## src/rtl/rstc_pkg.sv

```systemverilog
package rstc_pkg;
    localparam int          CLK_HZ          = 40_000_000;
    // Time base of one stamp count, in microseconds
    localparam int          TICK_US         = 50;
    localparam int          TICK_CYCLES     = (CLK_HZ / 1_000_000) * TICK_US;
    localparam logic [11:0] TICK_LAST       = 12'(TICK_CYCLES - 1);
    localparam logic [7:0]  ADDR_HIGH_CH5   = 8'h98;
    localparam logic [7:0]  ADDR_LOW_CH5    = 8'h99;
    localparam logic [7:0]  ADDR_HIGH_CH6   = 8'h9A;
    localparam logic [7:0]  ADDR_LOW_CH6    = 8'h9B;
    localparam logic [15:0] STAMP_RESET     = 16'h0000;
    localparam logic [1:0]  CODE_RISE       = 2'h1;
    localparam logic [1:0]  CODE_FALL       = 2'h2;
    localparam int          NUM_CH          = 2;
    typedef enum logic [1:0] {
        RSTC_IDLE,
        RSTC_RISE,
        RSTC_FALL
    } rstc_mode_t;
endpackage

```

## src/rtl/rstc_capture.sv

```systemverilog
`timescale 1ns/1ps
// Behaviour
// - Upper stamp byte of each channel is one read-only 8-bit field.
// - Lower stamp byte is a separate read-only register paired with the upper.
// - Stamp value assigned during sequences launched by active or sleep control.
// - Code 01 sequences latch on rising crossing of the low undervoltage threshold.
// - Code 10 sequences latch on falling crossing of the 200mV off threshold.
// - One stamp count equals 50 microseconds of sequence time.
// - High byte at even address, low byte next; ch5 at 98h, ch6 at 9Ah.
module rstc_capture (
    input  wire logic       CLK_IN,          // 40 MHz clock
    input  wire logic       NRST_IN,         // Async reset, active low
    input  wire logic       SEQ_START_IN,    // One-cycle pulse: sequence triggered
    input  wire logic [1:0] ACTIVE_SEQUENCE_CONTROL_IN, // Active-mode control code
    input  wire logic [1:0] SLEEP_CODE_IN,   // Sleep control code
    input  wire logic       SLEEP_SEL_IN,    // High: sleep field launched sequence
    input  wire logic [1:0] UV_RISE_IN,      // Rising past low UV threshold, ch6..ch5
    input  wire logic [1:0] OFF_FALL_IN,     // Falling below off threshold, ch6..ch5
    input  wire logic       RD_EN_IN,        // Register read strobe
    input  wire logic [7:0] RD_ADDR_IN,      // Register address
    output logic      [7:0] RD_DATA_OUT,     // Read data, registered
    output logic            RD_VALID_OUT,    // Read data valid pulse
    output logic      [1:0] CAPTURED_OUT     // Channel captured this sequence
);

    typedef struct packed {
        rstc_pkg::rstc_mode_t mode;
        logic [11:0]          div;
        logic [15:0]          stamp_timer;
        logic [1:0][15:0]     stamp;
        logic [1:0]           captured;
        logic [7:0]           rd_data;
        logic                 rd_valid;
    } rstc_state_t;

    rstc_state_t st;
    rstc_state_t next_st;
    logic [1:0]  code;

    ////////////////////////////////////////////////////////////////////////////
    always_comb begin
        next_st = st;
        next_st.rd_valid = 1'b0;
        code = SLEEP_SEL_IN ? SLEEP_CODE_IN : ACTIVE_SEQUENCE_CONTROL_IN;
        if (SEQ_START_IN) begin
            next_st.div         = 12'h000;
            next_st.stamp_timer = 16'h0000;
            next_st.captured    = 2'h0;
            unique case (code)
                rstc_pkg::CODE_RISE: next_st.mode = rstc_pkg::RSTC_RISE;
                rstc_pkg::CODE_FALL: next_st.mode = rstc_pkg::RSTC_FALL;
                default:             next_st.mode = rstc_pkg::RSTC_IDLE;
            endcase
        end else if (st.mode != rstc_pkg::RSTC_IDLE) begin
            if (st.div == rstc_pkg::TICK_LAST) begin
                next_st.div = 12'h000;
                if (st.stamp_timer != 16'hFFFF) begin
                    next_st.stamp_timer = st.stamp_timer + 16'h0001;
                end
            end else begin
                next_st.div = st.div + 12'h001;
            end
            for (int i = 0; i < rstc_pkg::NUM_CH; i++) begin
                if (!st.captured[i] &&
                    ((st.mode == rstc_pkg::RSTC_RISE && UV_RISE_IN[i]) ||
                     (st.mode == rstc_pkg::RSTC_FALL && OFF_FALL_IN[i]))) begin
                    next_st.stamp[i]    = st.stamp_timer;
                    next_st.captured[i] = 1'b1;
                end
            end
        end
        if (RD_EN_IN) begin
            next_st.rd_valid = 1'b1;
            unique case (RD_ADDR_IN)
                rstc_pkg::ADDR_HIGH_CH5: next_st.rd_data = st.stamp[0][15:8];
                rstc_pkg::ADDR_LOW_CH5:  next_st.rd_data = st.stamp[0][7:0];
                rstc_pkg::ADDR_HIGH_CH6: next_st.rd_data = st.stamp[1][15:8];
                rstc_pkg::ADDR_LOW_CH6:  next_st.rd_data = st.stamp[1][7:0];
                default:                 next_st.rd_data = 8'h00;
            endcase
        end
    end

    always_ff @(posedge CLK_IN or negedge NRST_IN) begin
        if (!NRST_IN) begin
            st.mode        <= rstc_pkg::RSTC_IDLE;
            st.div         <= 12'h000;
            st.stamp_timer <= 16'h0000;
            st.stamp       <= {rstc_pkg::STAMP_RESET, rstc_pkg::STAMP_RESET};
            st.captured    <= 2'h0;
            st.rd_data     <= 8'h00;
            st.rd_valid    <= 1'b0;
        end else begin
            st <= next_st;
        end
    end

    assign RD_DATA_OUT  = st.rd_data;
    assign RD_VALID_OUT = st.rd_valid;
    assign CAPTURED_OUT = st.captured;

    ////////////////////////////////////////////////////////////////////////////
    property p_restart;
        @(posedge CLK_IN) disable iff (!NRST_IN)
        SEQ_START_IN |=> (st.stamp_timer == 16'h0000 && st.div == 12'h000);
    endproperty
    a_restart: assert property (p_restart) else $error("timer not restarted");

    property p_tick;
        @(posedge CLK_IN) disable iff (!NRST_IN)
        (st.mode != rstc_pkg::RSTC_IDLE && !SEQ_START_IN && st.div == rstc_pkg::TICK_LAST
         && st.stamp_timer != 16'hFFFF)
        |=> st.stamp_timer == $past(st.stamp_timer) + 16'h0001;
    endproperty
    a_tick: assert property (p_tick) else $error("tick did not advance stamp");

    property p_hold;
        @(posedge CLK_IN) disable iff (!NRST_IN)
        (st.div != rstc_pkg::TICK_LAST && !SEQ_START_IN) |=> $stable(st.stamp_timer);
    endproperty
    a_hold: assert property (p_hold) else $error("stamp moved between ticks");

    property p_rise;
        @(posedge CLK_IN) disable iff (!NRST_IN)
        (st.mode == rstc_pkg::RSTC_RISE && !SEQ_START_IN && UV_RISE_IN[0] && !st.captured[0])
        |=> (st.stamp[0] == $past(st.stamp_timer) && st.captured[0]);
    endproperty
    a_rise: assert property (p_rise) else $error("ch5 rise not captured");

    property p_fall;
        @(posedge CLK_IN) disable iff (!NRST_IN)
        (st.mode == rstc_pkg::RSTC_FALL && !SEQ_START_IN && OFF_FALL_IN[1] && !st.captured[1])
        |=> (st.stamp[1] == $past(st.stamp_timer) && st.captured[1]);
    endproperty
    a_fall: assert property (p_fall) else $error("ch6 fall not captured");

    property p_mode;
        @(posedge CLK_IN) disable iff (!NRST_IN)
        (SEQ_START_IN && code == rstc_pkg::CODE_FALL) |=> st.mode == rstc_pkg::RSTC_FALL;
    endproperty
    a_mode: assert property (p_mode) else $error("wrong sequence mode");

    property p_rd_high;
        @(posedge CLK_IN) disable iff (!NRST_IN)
        (RD_EN_IN && RD_ADDR_IN == rstc_pkg::ADDR_HIGH_CH6)
        |=> (RD_VALID_OUT && RD_DATA_OUT == $past(st.stamp[1][15:8]));
    endproperty
    a_rd_high: assert property (p_rd_high) else $error("bad high byte read");

    property p_rd_low;
        @(posedge CLK_IN) disable iff (!NRST_IN)
        (RD_EN_IN && RD_ADDR_IN == rstc_pkg::ADDR_LOW_CH5)
        |=> (RD_VALID_OUT && RD_DATA_OUT == $past(st.stamp[0][7:0]));
    endproperty
    a_rd_low: assert property (p_rd_low) else $error("bad low byte read");

    property p_map;
        @(posedge CLK_IN) disable iff (!NRST_IN)
        (RD_EN_IN && RD_ADDR_IN == rstc_pkg::ADDR_LOW_CH6)
        |=> RD_DATA_OUT == $past(st.stamp[1][7:0]);
    endproperty
    a_map: assert property (p_map) else $error("bad map at ch6 low");

    property p_rd_high5;
        @(posedge CLK_IN) disable iff (!NRST_IN)
        (RD_EN_IN && RD_ADDR_IN == rstc_pkg::ADDR_HIGH_CH5)
        |=> (RD_VALID_OUT && RD_DATA_OUT == $past(st.stamp[0][15:8]));
    endproperty
    a_rd_high5: assert property (p_rd_high5) else $error("bad ch5 high byte read");

    property p_rise6;
        @(posedge CLK_IN) disable iff (!NRST_IN)
        (st.mode == rstc_pkg::RSTC_RISE && !SEQ_START_IN && UV_RISE_IN[1] && !st.captured[1])
        |=> (st.stamp[1] == $past(st.stamp_timer) && st.captured[1]);
    endproperty
    a_rise6: assert property (p_rise6) else $error("ch6 rise not captured");

    property p_fall5;
        @(posedge CLK_IN) disable iff (!NRST_IN)
        (st.mode == rstc_pkg::RSTC_FALL && !SEQ_START_IN && OFF_FALL_IN[0] && !st.captured[0])
        |=> (st.stamp[0] == $past(st.stamp_timer) && st.captured[0]);
    endproperty
    a_fall5: assert property (p_fall5) else $error("ch5 fall not captured");

    property p_mode_rise;
        @(posedge CLK_IN) disable iff (!NRST_IN)
        (SEQ_START_IN && code == rstc_pkg::CODE_RISE) |=> st.mode == rstc_pkg::RSTC_RISE;
    endproperty
    a_mode_rise: assert property (p_mode_rise) else $error("rise mode not entered");

    // Codes other than rise and fall leave the block idle
    property p_mode_idle;
        @(posedge CLK_IN) disable iff (!NRST_IN)
        (SEQ_START_IN && code != rstc_pkg::CODE_RISE && code != rstc_pkg::CODE_FALL)
        |=> st.mode == rstc_pkg::RSTC_IDLE;
    endproperty
    a_mode_idle: assert property (p_mode_idle) else $error("idle mode not entered");

    property p_cap_clear;
        @(posedge CLK_IN) disable iff (!NRST_IN)
        SEQ_START_IN |=> CAPTURED_OUT == 2'h0;
    endproperty
    a_cap_clear: assert property (p_cap_clear) else $error("captured not cleared");

    // Idle never touches the stamps, whatever the rails do
    property p_idle_keep;
        @(posedge CLK_IN) disable iff (!NRST_IN)
        (st.mode == rstc_pkg::RSTC_IDLE && !SEQ_START_IN)
        |=> ($stable(st.stamp) && $stable(st.captured));
    endproperty
    a_idle_keep: assert property (p_idle_keep) else $error("stamp moved while idle");

    // First crossing only; a bouncing rail cannot overwrite the stamp
    property p_first5;
        @(posedge CLK_IN) disable iff (!NRST_IN)
        (st.captured[0] && !SEQ_START_IN) |=> $stable(st.stamp[0]);
    endproperty
    a_first5: assert property (p_first5) else $error("ch5 stamp overwritten");

    property p_first6;
        @(posedge CLK_IN) disable iff (!NRST_IN)
        (st.captured[1] && !SEQ_START_IN) |=> $stable(st.stamp[1]);
    endproperty
    a_first6: assert property (p_first6) else $error("ch6 stamp overwritten");

    property p_wrong_dir;
        @(posedge CLK_IN) disable iff (!NRST_IN)
        (st.mode == rstc_pkg::RSTC_RISE && !SEQ_START_IN && !UV_RISE_IN[1])
        |=> $stable(st.stamp[1]);
    endproperty
    a_wrong_dir: assert property (p_wrong_dir) else $error("ch6 stamp without rise");

    property p_div_step;
        @(posedge CLK_IN) disable iff (!NRST_IN)
        (st.mode != rstc_pkg::RSTC_IDLE && !SEQ_START_IN && st.div != rstc_pkg::TICK_LAST)
        |=> st.div == $past(st.div) + 12'h001;
    endproperty
    a_div_step: assert property (p_div_step) else $error("divider did not step");

    property p_div_wrap;
        @(posedge CLK_IN) disable iff (!NRST_IN)
        (st.mode != rstc_pkg::RSTC_IDLE && !SEQ_START_IN && st.div == rstc_pkg::TICK_LAST)
        |=> st.div == 12'h000;
    endproperty
    a_div_wrap: assert property (p_div_wrap) else $error("divider did not wrap");

    property p_rd_valid;
        @(posedge CLK_IN) disable iff (!NRST_IN)
        RD_EN_IN |=> RD_VALID_OUT;
    endproperty
    a_rd_valid: assert property (p_rd_valid) else $error("read not answered");

    property p_rd_pulse;
        @(posedge CLK_IN) disable iff (!NRST_IN)
        !RD_EN_IN |=> !RD_VALID_OUT;
    endproperty
    a_rd_pulse: assert property (p_rd_pulse) else $error("valid without read");

    // Addresses outside the two pairs answer with zero
    property p_rd_unmapped;
        @(posedge CLK_IN) disable iff (!NRST_IN)
        (RD_EN_IN &&
         (RD_ADDR_IN < rstc_pkg::ADDR_HIGH_CH5 || RD_ADDR_IN > rstc_pkg::ADDR_LOW_CH6))
        |=> RD_DATA_OUT == 8'h00;
    endproperty
    a_rd_unmapped: assert property (p_rd_unmapped) else $error("unmapped read not zero");

    property p_rd_keep;
        @(posedge CLK_IN) disable iff (!NRST_IN)
        !RD_EN_IN |=> $stable(RD_DATA_OUT);
    endproperty
    a_rd_keep: assert property (p_rd_keep) else $error("read data changed idle");

endmodule

```

## config.mk

```make
export PLATFORM = sky130hd
export DESIGN_NAME = rstc_capture
export DESIGN_NICKNAME = d
export VERILOG_FILES = /design/src/rtl/rstc_pkg.sv /design/src/rtl/rstc_capture.sv
export SDC_FILE = /design/constraint.sdc
export NUM_CORES = 1
export LEC_CHECK = 0
export BUFFER_PORTS_ARGS = -buffer_cell sky130_fd_sc_hd__buf_2
export CAP_MARGIN = 10
export CELL_PAD_IN_SITES_DETAIL_PLACEMENT = 1
export CELL_PAD_IN_SITES_GLOBAL_PLACEMENT = 2
export CORE_ASPECT_RATIO = 0.9
export CORE_MARGIN = 2
export CORE_UTILIZATION = 30
export DETAILED_ROUTE_END_ITERATION = 7
export PLACE_DENSITY = 0.67
export SYNTH_ARGS = -nofsm -noshare
export SYNTH_HDL_FRONTEND = slang
export SYNTH_SLANG_ARGS = --single-unit
```

## constraint.sdc

```tcl
create_clock -name CLK_IN -period 2.4 [get_ports CLK_IN]
set_input_delay 0 -clock CLK_IN [delete_from_list [all_inputs] [get_ports CLK_IN]]
set_output_delay 0 -clock CLK_IN [all_outputs]
set_load 0.005 [all_outputs]
```

; ---- Yosys cells after proc, flatten, opt, wreduce, memory -nomap -nowiden
; Cells that the tools add are included.
[classes]
addsub = 2
eq_ne = 10
mux = 14
bitwise_logic = 1
reduce_logical = 21
[op_table]
columns = cell, count
row1 = two-way mux 16 bit, 4
row2 = two-way mux 62 bit, 1
row3 = == test 8 bit (second input constant), 4
row4 = one-hot mux 8 bit (4 select lines), 1
row5 = two-way mux 28 bit, 1
row6 = adder 16 x 1 -> 16 bit (second input constant), 1
row7 = inequality test 16 bit (second input constant), 1
row8 = adder 12 x 1 -> 12 bit (second input constant), 1
row9 = == test 12 x 11 -> 1 bit (second input constant), 1
row10 = two-way mux 12 bit, 1
row11 = nonzero test 2 bit, 6
row12 = AND reduction 3 bit, 3
row13 = logical AND 1 bit, 6
row14 = == test 2 x 1 -> 1 bit (second input constant), 2
row15 = == test 2 bit (second input constant), 2
row16 = two-way mux 2 bit, 2
row17 = one-hot mux 2 bit (2 select lines), 1
row18 = AND reduction 2 bit, 2
row19 = two-way mux 1 bit, 3
row20 = zero test 1 bit, 2
row21 = logical OR 1 bit, 2
row22 = NOT 1 bit, 1
[word_totals]
reg_bits = 73
in_bits = 21
out_inout_bits = 11
wordCells = 57

; ---- Longest topological paths before layout
; Gate-level depths: netlist of run 1.
[logic_depth]
word_depth = 7
ltp_mapped = 6
depth_no_buf = 5

; ---- Worst setup path before layout of run 1
; Ideal clock, no wire load.
[synth_path]
path_type = register to register
start = register st[43] (netlist bit)
end = register st[58] (netlist bit)
setup_time_ns = 0.127
arrival_time_ns = 1.805
t_required_ns = 2.273
slack_ns = 0.468
path_stages_with_launch = 7
path_buffers = 1
synth_period_minus_slack_ns = 1.932
path_cell_list = dfrtp_1 ha_1 nand4_1 or4_1 clkbuf_1 nand4_1 mux2_1
[synth_between]
elab_chain_len = 5
word_cells_on_any_way = 8
classes_between = add/sub (1) / eq/ne (1) / mux (4) / reduce/logical (2)
[synth_lines]
columns = item, line_no
row1 = "start, declared", rstc_capture.sv:36  ; rstc_state_t st;
row2 = "start signal, assigned", rstc_capture.sv:94  ; st <= next_st;
row3 = adder 16 x 1 -> 16 bit, rstc_capture.sv:58  ; next_st.stamp_timer = st.stamp_timer + 16'h0001;
row4 = two-way mux 16 bit, rstc_capture.sv:57  ; if (st.stamp_timer != 16'hFFFF) begin
row5 = two-way mux 16 bit, rstc_capture.sv:55  ; if (st.div == rstc_pkg::TICK_LAST) begin
row6 = two-way mux 62 bit, rstc_capture.sv:54  ; end else if (st.mode != rstc_pkg::RSTC_IDLE) begin
row7 = two-way mux 28 bit, rstc_capture.sv:45  ; if (SEQ_START_IN) begin
; Parallel ways exist; a longest one is shown, timed or not. The select of a mux whose other input is x is not followed.
; A chain may end at the register's enable or synchronous reset.

; ---- Worst setup path in the final report of run 1
; Ends and elaborated chain as after synthesis.

==> results of run 1 <==
[power groups by stage]
stage	logic, mW	registers, mW	clock network [mW]
after floorplan	0.117	1.28	0
after global placement	0.185	1.29	0
after detailed placement	0.188	1.29	0
after CTS	0.191	1.27	1.24
after global routing	0.206	1.27	1.30
final	0.184	1.27	1.20
[worst paths after layout]
kind | slack, ns | from | to
max in group asynchronous | 1.43 | NRST_IN | st[47]
worst max register to register | 0.24 | st[43] | st[58]
worst min register to register | 0.48 | st[39] | st[39]
worst min-delay path | 0.03 | ACTIVE_SEQUENCE_CONTROL_IN[1] | st[71]
worst max-delay path | 0.24 | st[43] | st[58]
min in group asynchronous | 0.36 | NRST_IN | st[26]
[layout make-up]
type                    count  area share (%)
clock buffers              11           5.458
clock inverters             5          0.7629
inverters                  20           1.761
multi-input cells         204           39.44
flip-flops and latches     73           42.84
well taps                 160           4.695
repair buffers             38           5.047
[cell families (layout without fill, tap and decap cells)]
| logic type | count (synthesis) | count (layout) | synth area share, % |
|---|---|---|---|
| flops | 73 | 73 | 48.98 |
| xor+xnor | 1 | 1 | 0.2349 |
| buf+inv | 47 | 74 | 5.938 |
| mux | 45 | 45 | 15.90 |
| fa+ha+maj | 2 | 2 | 0.6708 |
| compound gates | 70 | 70 | 12.92 |
| simple gates | 86 | 86 | 15.36 |
[what timing repair did]
action | 4_1_cts | 5_1_grt
endpoints found under the hold margin | 74 | 0
setup buffers | 0 | 0
endpoints found under the setup margin | 0 | 0
hold buffers | 2 | 0
gates resized for setup | 0 | 0
[worst max-delay path: stages (launching register included)]
cell and delay [ns]:
dfrtp_1 0.43, ha_1 0.26, nand4_1 0.18, or4_1 0.70, nand4_1 0.15, mux2_1 0.32
[registers in the layout (all words and copies together), names as in the netlist]
name          flops
RD_DATA_OUT       8
CAPTURED_OUT      2
RD_VALID_OUT      1
st               62
[metal layers]
metal | track usage [%] | vias up | wire (um)
met5 | 0 | - | 0
met4 | 6.404 | 0 | 145
met3 | 3.371 | 10 | 318
met2 | 24.32 | 35 | 4264
met1 | 18.99 | 1378 | 4403
li1 | - | 1264 | -
[cell usage in the layout, fill, tap and decap left out, drive strengths merged, types with 2 or more instances in the layout]
master,synthesis,final
nor2b,3,3
o21ai,5,5
mux2,34,34
o31ai,6,6
nand4,7,7
a21o,4,4
nor3,10,10
mux4,8,8
clkinvlp,0,3
o22ai,8,8
a22oi,2,2
ha,2,2
a21oi,5,5
a41oi,5,5
and4,6,6
nand2,13,13
nor4,2,2
dlygate4sd3,0,2
and3,8,8
clkinv,0,2
or4b,2,2
nor2,7,7
or4,6,6
inv,20,20
nand3,8,8
or3,5,5
a31oi,23,23
mux2i,3,3
clkbuf,11,11
nand2b,6,6
dfrtp,73,73
buf,16,36
[metrics by stage]
stage,std cells,worst slack (ns),util [%]
2_1_floorplan,324,0.4680,-
4_1_cts,511,0.2057,35.31
3_3_place_gp,493,0.3062,32.95
5_1_grt,511,0.05559,35.31
6_report,511,0.2395,35.31
3_5_place_dp,493,0.2448,32.95
==> results.cfg, run 1 <==
[logic_synthesis]
ys_types = 54
netlist_area_mm2 = 0.003730
ys_top_cells_by_count = dfrtp_1 (73), mux2_2 (27), a31oi_1 (23), inv_1 (20), nand2_1 (13)
syn-num-nets = 347
netlist.area_leader.share_pct = 48.98
netlist_top_cells_area = dfrtp_1 (49%), mux2_2 (8.2%), mux4_2 (4.8%)
synth-seq-area-share_pct = 48.98
synth_most_common_cell = dfrtp_1
postSynthCellCount = 324
avgSynthCellArea_um2 = 11.51
yosysTopAreaCell = dfrtp_1
synth-seq-cells = 73
yosys_warnings = 0
async_reset_ff_share_pct = 100.0
synth-main-ff-cell = dfrtp_1
synth_edf_count = 0

[route]
ant_nets = 0
first_pass_iters = 4
vias_per_cell = 5.258
route.detailed.wl_per_inst_um = 17.87
drc_errors = 0
drt-initial-drc-count = 155
wirelength_um = 9131
vias = 2687

[pwr]
p_switching_mw = 0.6388
total_power_mw = 2.651
seq_power_share_pct = 47.7
p_comb_share_pct = 6.9
power_switching_share_pct = 24.10
vdd_ir_drop_max_mv = 0.3023
internal_power_mw = 2.012
leakage_nw = 1.919
power.density_mw_per_mm2 = 621.7
clkPwrFrac_pct = 45.3

[timing]
setup_violations = 0
fin_tns_setup_ns = 0
hold_ws_ns = 0.02644
finalHoldViolCount = 0
drv_slew = 0
finClkSkew_ns = 0.007398
period_share_pct = 90.02
period_minus_slack_ns = 2.161
clock.fmax_ghz = 0.4629
worst_slew_pin_slew_ns = 0.9498
rsz0062_at_grt = no
timing.slew.headroom_pct = 36.68

[clocking]
h-tree-depth = 3
clkLatencyLatePin_ns = 0.34
clkTransAtPathRegs_ns = 0.06
cts_buffer_depth = 2
cts_tree = yes
clock-root-buffer = clkbuf_16
cts_made_buffers = 9
clock_sinks = 73

[floorplan]
initial_utilization_pct = 30.88
pin_count = 32
dieHeight_um = 109.8
core_mm2 = 0.01208
die_w_um = 121.5
fp-row-count = 38
die-area_mm2 = 0.01334

[critical_path]
critPathKind = flop to flop
critPathRequiredTime_ns = 2.61
cp.arrival_ns = 2.38
crit_fanout = 9
startpoint_type = flop
endpoint_kind = flop
reg2reg_depth = 5

[global_routing]
grt_pass1_wl_um = 15000
grt_usage_pct = 14.86
antenna_found_initial = 0
overflow = 0
grt_max_degree = 74
grt_pass1_vias = 2886

[job]
drv_cap = 0

[place]
port_buffers = 31
hpwlAfterDp_um = 6284
finalWeightedCongestion = 0.7398
placed_cell_area_mm2 = 0.003979

[worst_hold_path]
whs_path_depth = 4
hold_class = primary input to flop

[cells_and_area]
layout-drive-gt1-share_pct = 27.64
regArea_mm2 = 0.001827
fill_cells = 1344
final_nets = 369
diodes = 0
fin_area_mm2 = 0.004264
area_growth_pct = 14.32
multi_input_area_mm2 = 0.001682

[run_status]
status = complete, no violations
Power figures use the tool's default switching activity.
==> run 2, diff against run 1 <==
--- a/config.mk
+++ b/config.mk
@@ -13,7 +13,7 @@
 export CORE_MARGIN = 2
 export CORE_UTILIZATION = 30
 export DETAILED_ROUTE_END_ITERATION = 7
-export PLACE_DENSITY = 0.67
+export PLACE_DENSITY_LB_ADDON = 0.1
 export SYNTH_ARGS = -nofsm -noshare
 export SYNTH_HDL_FRONTEND = slang
 export SYNTH_SLANG_ARGS = --single-unit
==> run 2 against run 1 <==
Design area rose by 2.2%. Sequential share of layout area fell by 0.93 points. Register-to-register slack hardly changed. Cell count is 0.78% higher. Worst hold slack got worse by 0.011 ns. First-iteration DRC count shrank 52%. Clock-buffer cell count is 1 lower. Critical path type unchanged.
==> results.cfg, run 2 (synthesis results as in run 1) <==
[run_status]
status = complete, no violations

[global_routing]
grt_pass1_wl_um = 15390
grt_usage_pct = 15.21
grt_max_degree = 74
overflow = 0
grt_pass1_vias = 2740
antenna_found_initial = 0

[place]
port_buffers = 31
dp_slack_ns = 0.1789
finalWeightedCongestion = 0.6945
hpwlAfterDp_um = 6545
placed_cell_area_mm2 = 0.004016
dpl.cell_count = 498

[critical_path]
path_common_cell = nand4_1
crit_fanout = 9
worst_path_max_delay_cell = or4_1
crit_chain = ha_1 > nand4_1 > or4_1 > nand4_1 > mux2_1
endpoint_kind = flop
startpoint_type = flop
critPathRequiredTime_ns = 2.61
max_stage_delay_ns = 0.69
cp.arrival_ns = 2.37
critPathKind = flop to flop

[worst_hold_path]
hold_class = primary input to flop

[cells_and_area]
layout-drive-gt1-share_pct = 29.30
final_nets = 374
largest_reg_flops = 62
mostFrequentLayoutCell = dfrtp_1
fin_area_mm2 = 0.004359
regMostFlops = st
area_growth_pct = 16.87
final_cell_mix = dfrtp_1 (73), buf_2 (30), mux2_2 (27), a31oi_1 (23), inv_1 (20)
fin_cells = 515
final_core_util_pct = 36.10
diodes = 0

[pwr]
p_switching_mw = 0.6524
power.density_mw_per_mm2 = 666.1
seq_power_share_pct = 43.4
p_comb_share_pct = 6.8
clkPwrFrac_pct = 49.8
leakage_nw = 1.975
power_switching_share_pct = 22.47
vdd_ir_drop_max_mv = 0.2883
total_power_mw = 2.904
internal_power_mw = 2.251

[route]
highest_layer = met4
drt-initial-drc-count = 75
wirelength_um = 9251
met3_length_um = 314
wl_met1_um = 4781
dr_wl_met2_um = 4024
first_pass_iters = 4
vias = 2712
vias_per_cell = 5.266
route.detailed.wl_per_inst_um = 17.96
drc_errors = 0
ant_nets = 0

[clocking]
clkLatencyLatePin_ns = 0.33
cts_tree = yes
clkTransAtPathRegs_ns = 0.06
h-tree-depth = 3
cts_setup_buffers = 0
clock_sinks = 73
clock-root-buffer = clkbuf_16
cts_buffer_depth = 2
cts_made_buffers = 9

[timing]
clock.fmax_ghz = 0.4640
rsz0062_at_grt = no
setup_violations = 0
period_minus_slack_ns = 2.155
drv_slew = 0
timing.slew.headroom_pct = 36.32
finalHoldViolCount = 0
hold_ws_ns = 0.01547
fin_tns_setup_ns = 0
fin_ws_ns = 0.2450
finClkSkew_ns = 0.005461
period_share_pct = 89.79
worst_slew_pin_slew_ns = 0.9551

[floorplan]
core_mm2 = 0.01208
fp-row-count = 38
pin_count = 32
dieHeight_um = 109.8
die_w_um = 121.5
initial_utilization_pct = 30.88
die-area_mm2 = 0.01334

[job]
drv_cap = 0
==> run 2: cell types whose count changed in the layout (fill, tap and decap cells not counted), sizes merged <==
cell,before,now
clkbuf,11,10
buf,36,41
bufinv,0,2
clkinv,2,1
clkinvlp,3,2
==> run 2: layout make-up <==
type	instances	area [um^2]
clock buffers	10	239.0
fillers	1336	7717
inverters	20	75.07
multi-input cells	204	1685
well taps	160	200.2
repair buffers	43	252.7
clock inverters	5	80.08
flip-flops and latches	73	1827
==> run 2: path summary, 6_finish.rpt <==
path | cells after the start | end | slack (ns) | startpoint
worst max-delay path | 5 | st[58] | 0.25 | st[43]
worst min-delay path | 4 | st[71] | 0.02 | ACTIVE_SEQUENCE_CONTROL_IN[1]
worst max register to register | 5 | st[58] | 0.25 | st[43]
worst min register to register | 1 | st[42] | 0.49 | st[42]
max in group asynchronous | 2 | st[51] | 1.42 | NRST_IN
min in group asynchronous | 2 | CAPTURED_OUT[0] | 0.36 | NRST_IN
==> run 2: power groups by stage <==
stage          clock [mW]  combinational, mW  sequential, mW
4_1_cts              1.49              0.205            1.26
3_5_place_dp            0              0.201            1.28
5_1_grt              1.55              0.224            1.26
2_1_floorplan           0              0.117            1.28
6_report             1.45              0.197            1.26
3_3_place_gp            0              0.200            1.28
==> run 2: what timing repair did <==
action	4_1_cts	5_1_grt
resized for setup	0	1
endpoints found under the setup margin	0	3
hold buffers	2	0
endpoints found under the hold margin	75	0
==> run 2: critical path, delay by kind of cell (launching register included) <==
kind / cells / cell delay, ns
fa+ha+maj: 1 / 0.26
flops: 1 / 0.44
simple gates: 3 / 1.02
mux: 1 / 0.33
==> run 2: layer usage <==
metal | GRT usage (%) | vias to the layer above
met5 | 0 | -
met4 | 4.926 | 0
met3 | 3.838 | 10
met2 | 23.39 | 40
met1 | 21.06 | 1383
li1 | - | 1279
==> run 3, diff against run 2 <==
--- a/config.mk
+++ b/config.mk
@@ -14,6 +14,7 @@
 export CORE_UTILIZATION = 30
 export DETAILED_ROUTE_END_ITERATION = 7
 export PLACE_DENSITY_LB_ADDON = 0.1
+export SKIP_LAST_GASP = 1
 export SYNTH_ARGS = -nofsm -noshare
 export SYNTH_HDL_FRONTEND = slang
 export SYNTH_SLANG_ARGS = --single-unit
==> constraint.sdc (replaced) <==
create_clock -name CLK_IN -period 2.4 [get_ports CLK_IN]
set_input_delay 0.24 -clock CLK_IN [delete_from_list [all_inputs] [get_ports CLK_IN]]
set_output_delay 0.24 -clock CLK_IN [all_outputs]
set_load 0.005 [all_outputs]
==> run 3 against run 2 <==
First-iteration DRC count increased by 40%. Combinational power about the same. Critical path depth unchanged. Clock power decreased by 6%. Wire length decreased by 1.4%. Power decreased by 2.5%. Via count decreased by 0.96%. Flip-flop and latch count unchanged. Clock skew about the same. Critical path type unchanged. Largest power group unchanged.
==> results.cfg, run 3 (synthesis results as in run 1) <==
[clocking]
cts_setup_buffers = 0
clock-root-buffer = clkbuf_16
cts_made_buffers = 9
clkLatencyLatePin_ns = 0.33
cts_tree = yes
clkTransAtPathRegs_ns = 0.06
clock_sinks = 73
cts_buffer_depth = 2
h-tree-depth = 3

[timing]
fin_tns_setup_ns = 0
finalHoldViolCount = 0
period_share_pct = 89.73
finClkSkew_ns = 0.005771
timing.slew.headroom_pct = 35.81
period_minus_slack_ns = 2.154
fin_ws_ns = 0.2464
rsz0062_at_grt = no
setup_violations = 0
drv_slew = 0
clock.fmax_ghz = 0.4643
worst_slew_pin_slew_ns = 0.9564

[route]
ant_nets = 0
route.detailed.wl_per_inst_um = 17.67
vias_per_cell = 5.205
drt-initial-drc-count = 105
vias = 2686
first_pass_iters = 4
drc_errors = 0
wirelength_um = 9117

[floorplan]
die_w_um = 121.5
initial_utilization_pct = 30.88
die-area_mm2 = 0.01334
pin_count = 32
core_mm2 = 0.01208
dieHeight_um = 109.8
fp-row-count = 38

[cells_and_area]
final_nets = 374
fin_cells = 516
diodes = 0
area_growth_pct = 16.74
mostFrequentLayoutCell = dfrtp_1
regMostFlops = st
final_core_util_pct = 36.05
fin_area_mm2 = 0.004354
layout-drive-gt1-share_pct = 29.21
largest_reg_flops = 62
final_cell_mix = dfrtp_1 (73), buf_2 (30), mux2_2 (27), a31oi_1 (23), inv_1 (20)

[critical_path]
r2r-start = st[43]
startpoint_type = flop
critPathKind = flop to flop
critPathRequiredTime_ns = 2.61
crit_path_start = st[43]
endpoint_kind = flop
crit_fanout = 9
cp.arrival_ns = 2.37

[worst_hold_path]
min-delay-start = RD_EN_IN
hold_class = primary input to flop

[job]
drv_cap = 0

[pwr]
p_switching_mw = 0.6460
leakage_nw = 1.977
internal_power_mw = 2.185
seq_power_share_pct = 44.5
power.density_mw_per_mm2 = 650.1
power_switching_share_pct = 22.82
vdd_ir_drop_max_mv = 0.4372
clkPwrFrac_pct = 48.5
p_comb_share_pct = 7.0

[place]
port_buffers = 31
dp_slack_ns = 0.2538
placed_cell_area_mm2 = 0.004036
hpwlAfterDp_um = 6588
dpl.cell_count = 499
finalWeightedCongestion = 0.7052

[run_status]
status = complete, no violations

[global_routing]
overflow = 0
grt_max_degree = 39
grt_pass1_vias = 2805
grt_usage_pct = 15.48
antenna_found_initial = 0
grt_pass1_wl_um = 15530
==> run 3: cell count changes in the layout (fill, tap and decap cells not counted), sizes merged <==
| cell | change |
|---|---|
| clkbuf | +2 |
| buf | +1 |
| bufinv | -1 |
| clkinv | +1 |
| clkinvlp | -1 |
| dlygate4sd3 | -1 |
==> run 3: worst max-delay path, stage by stage, from the launching register on <==
cell	delay [ns]
dfrtp_1	0.44
ha_1	0.26
nand4_1	0.17
or4_1	0.70
nand4_1	0.15
mux2_1	0.33
==> run 3: cell type report <==
cell class / count / area, um^2
Tap cell: 160 / 200.2
Fill cell: 1329 / 7722
Clock inverter: 4 / 51.30
Clock buffer: 12 / 256.5
Inverter: 20 / 75.07
Timing Repair Buffer: 43 / 262.8
Sequential cell: 73 / 1827
Multi-Input combinational cell: 204 / 1682
==> run 3: timing repair <==
action / in CTS / in global routing
hold buffers: 1 / 0
gates resized for setup: 0 / 0
endpoints found under the hold margin: 35 / 0
==> run 3: worst paths after layout <==
| kind | endpoint | slack [ns] | cells after the start |
|---|---|---|---|
| worst max register to register | st[58] | 0.25 | 5 |
| worst min-delay path | RD_VALID_OUT | 0.13 | 1 |
| worst min register to register | st[39] | 0.49 | 1 |
| max in group asynchronous | st[44] | 1.42 | 3 |
| min in group asynchronous | CAPTURED_OUT[1] | 0.40 | 2 |
| worst max-delay path | st[58] | 0.25 | 5 |
==> run 3: through the flow <==
stage          hold slack (ns)  total power [mW]
3_5_place_dp            0.2362             1.486
5_1_grt                 0.1188             2.969
4_1_cts                 0.1182             2.896
6_report                0.1288             2.830
2_1_floorplan         -0.05559             1.394
3_3_place_gp            0.2306             1.485
==> run 3: power by group through the flow <==
stage / sequential [mW] / combinational, mW / clock, mW
floorplan: 1.28 / 0.117 / 0
global placement: 1.28 / 0.204 / 0
finish: 1.26 / 0.198 / 1.37
global route: 1.26 / 0.224 / 1.48
detailed placement: 1.28 / 0.204 / 0
CTS: 1.26 / 0.205 / 1.43
==> run 3: metal layers <==
layer / up-vias / GRT usage, % / wire (um)
li1: 1279 / - / -
met1: 1364 / 20.94 / 4701
met5: - / 0 / 0
met4: 0 / 3.695 / 99
met2: 38 / 23.92 / 4038
met3: 5 / 5.342 / 277
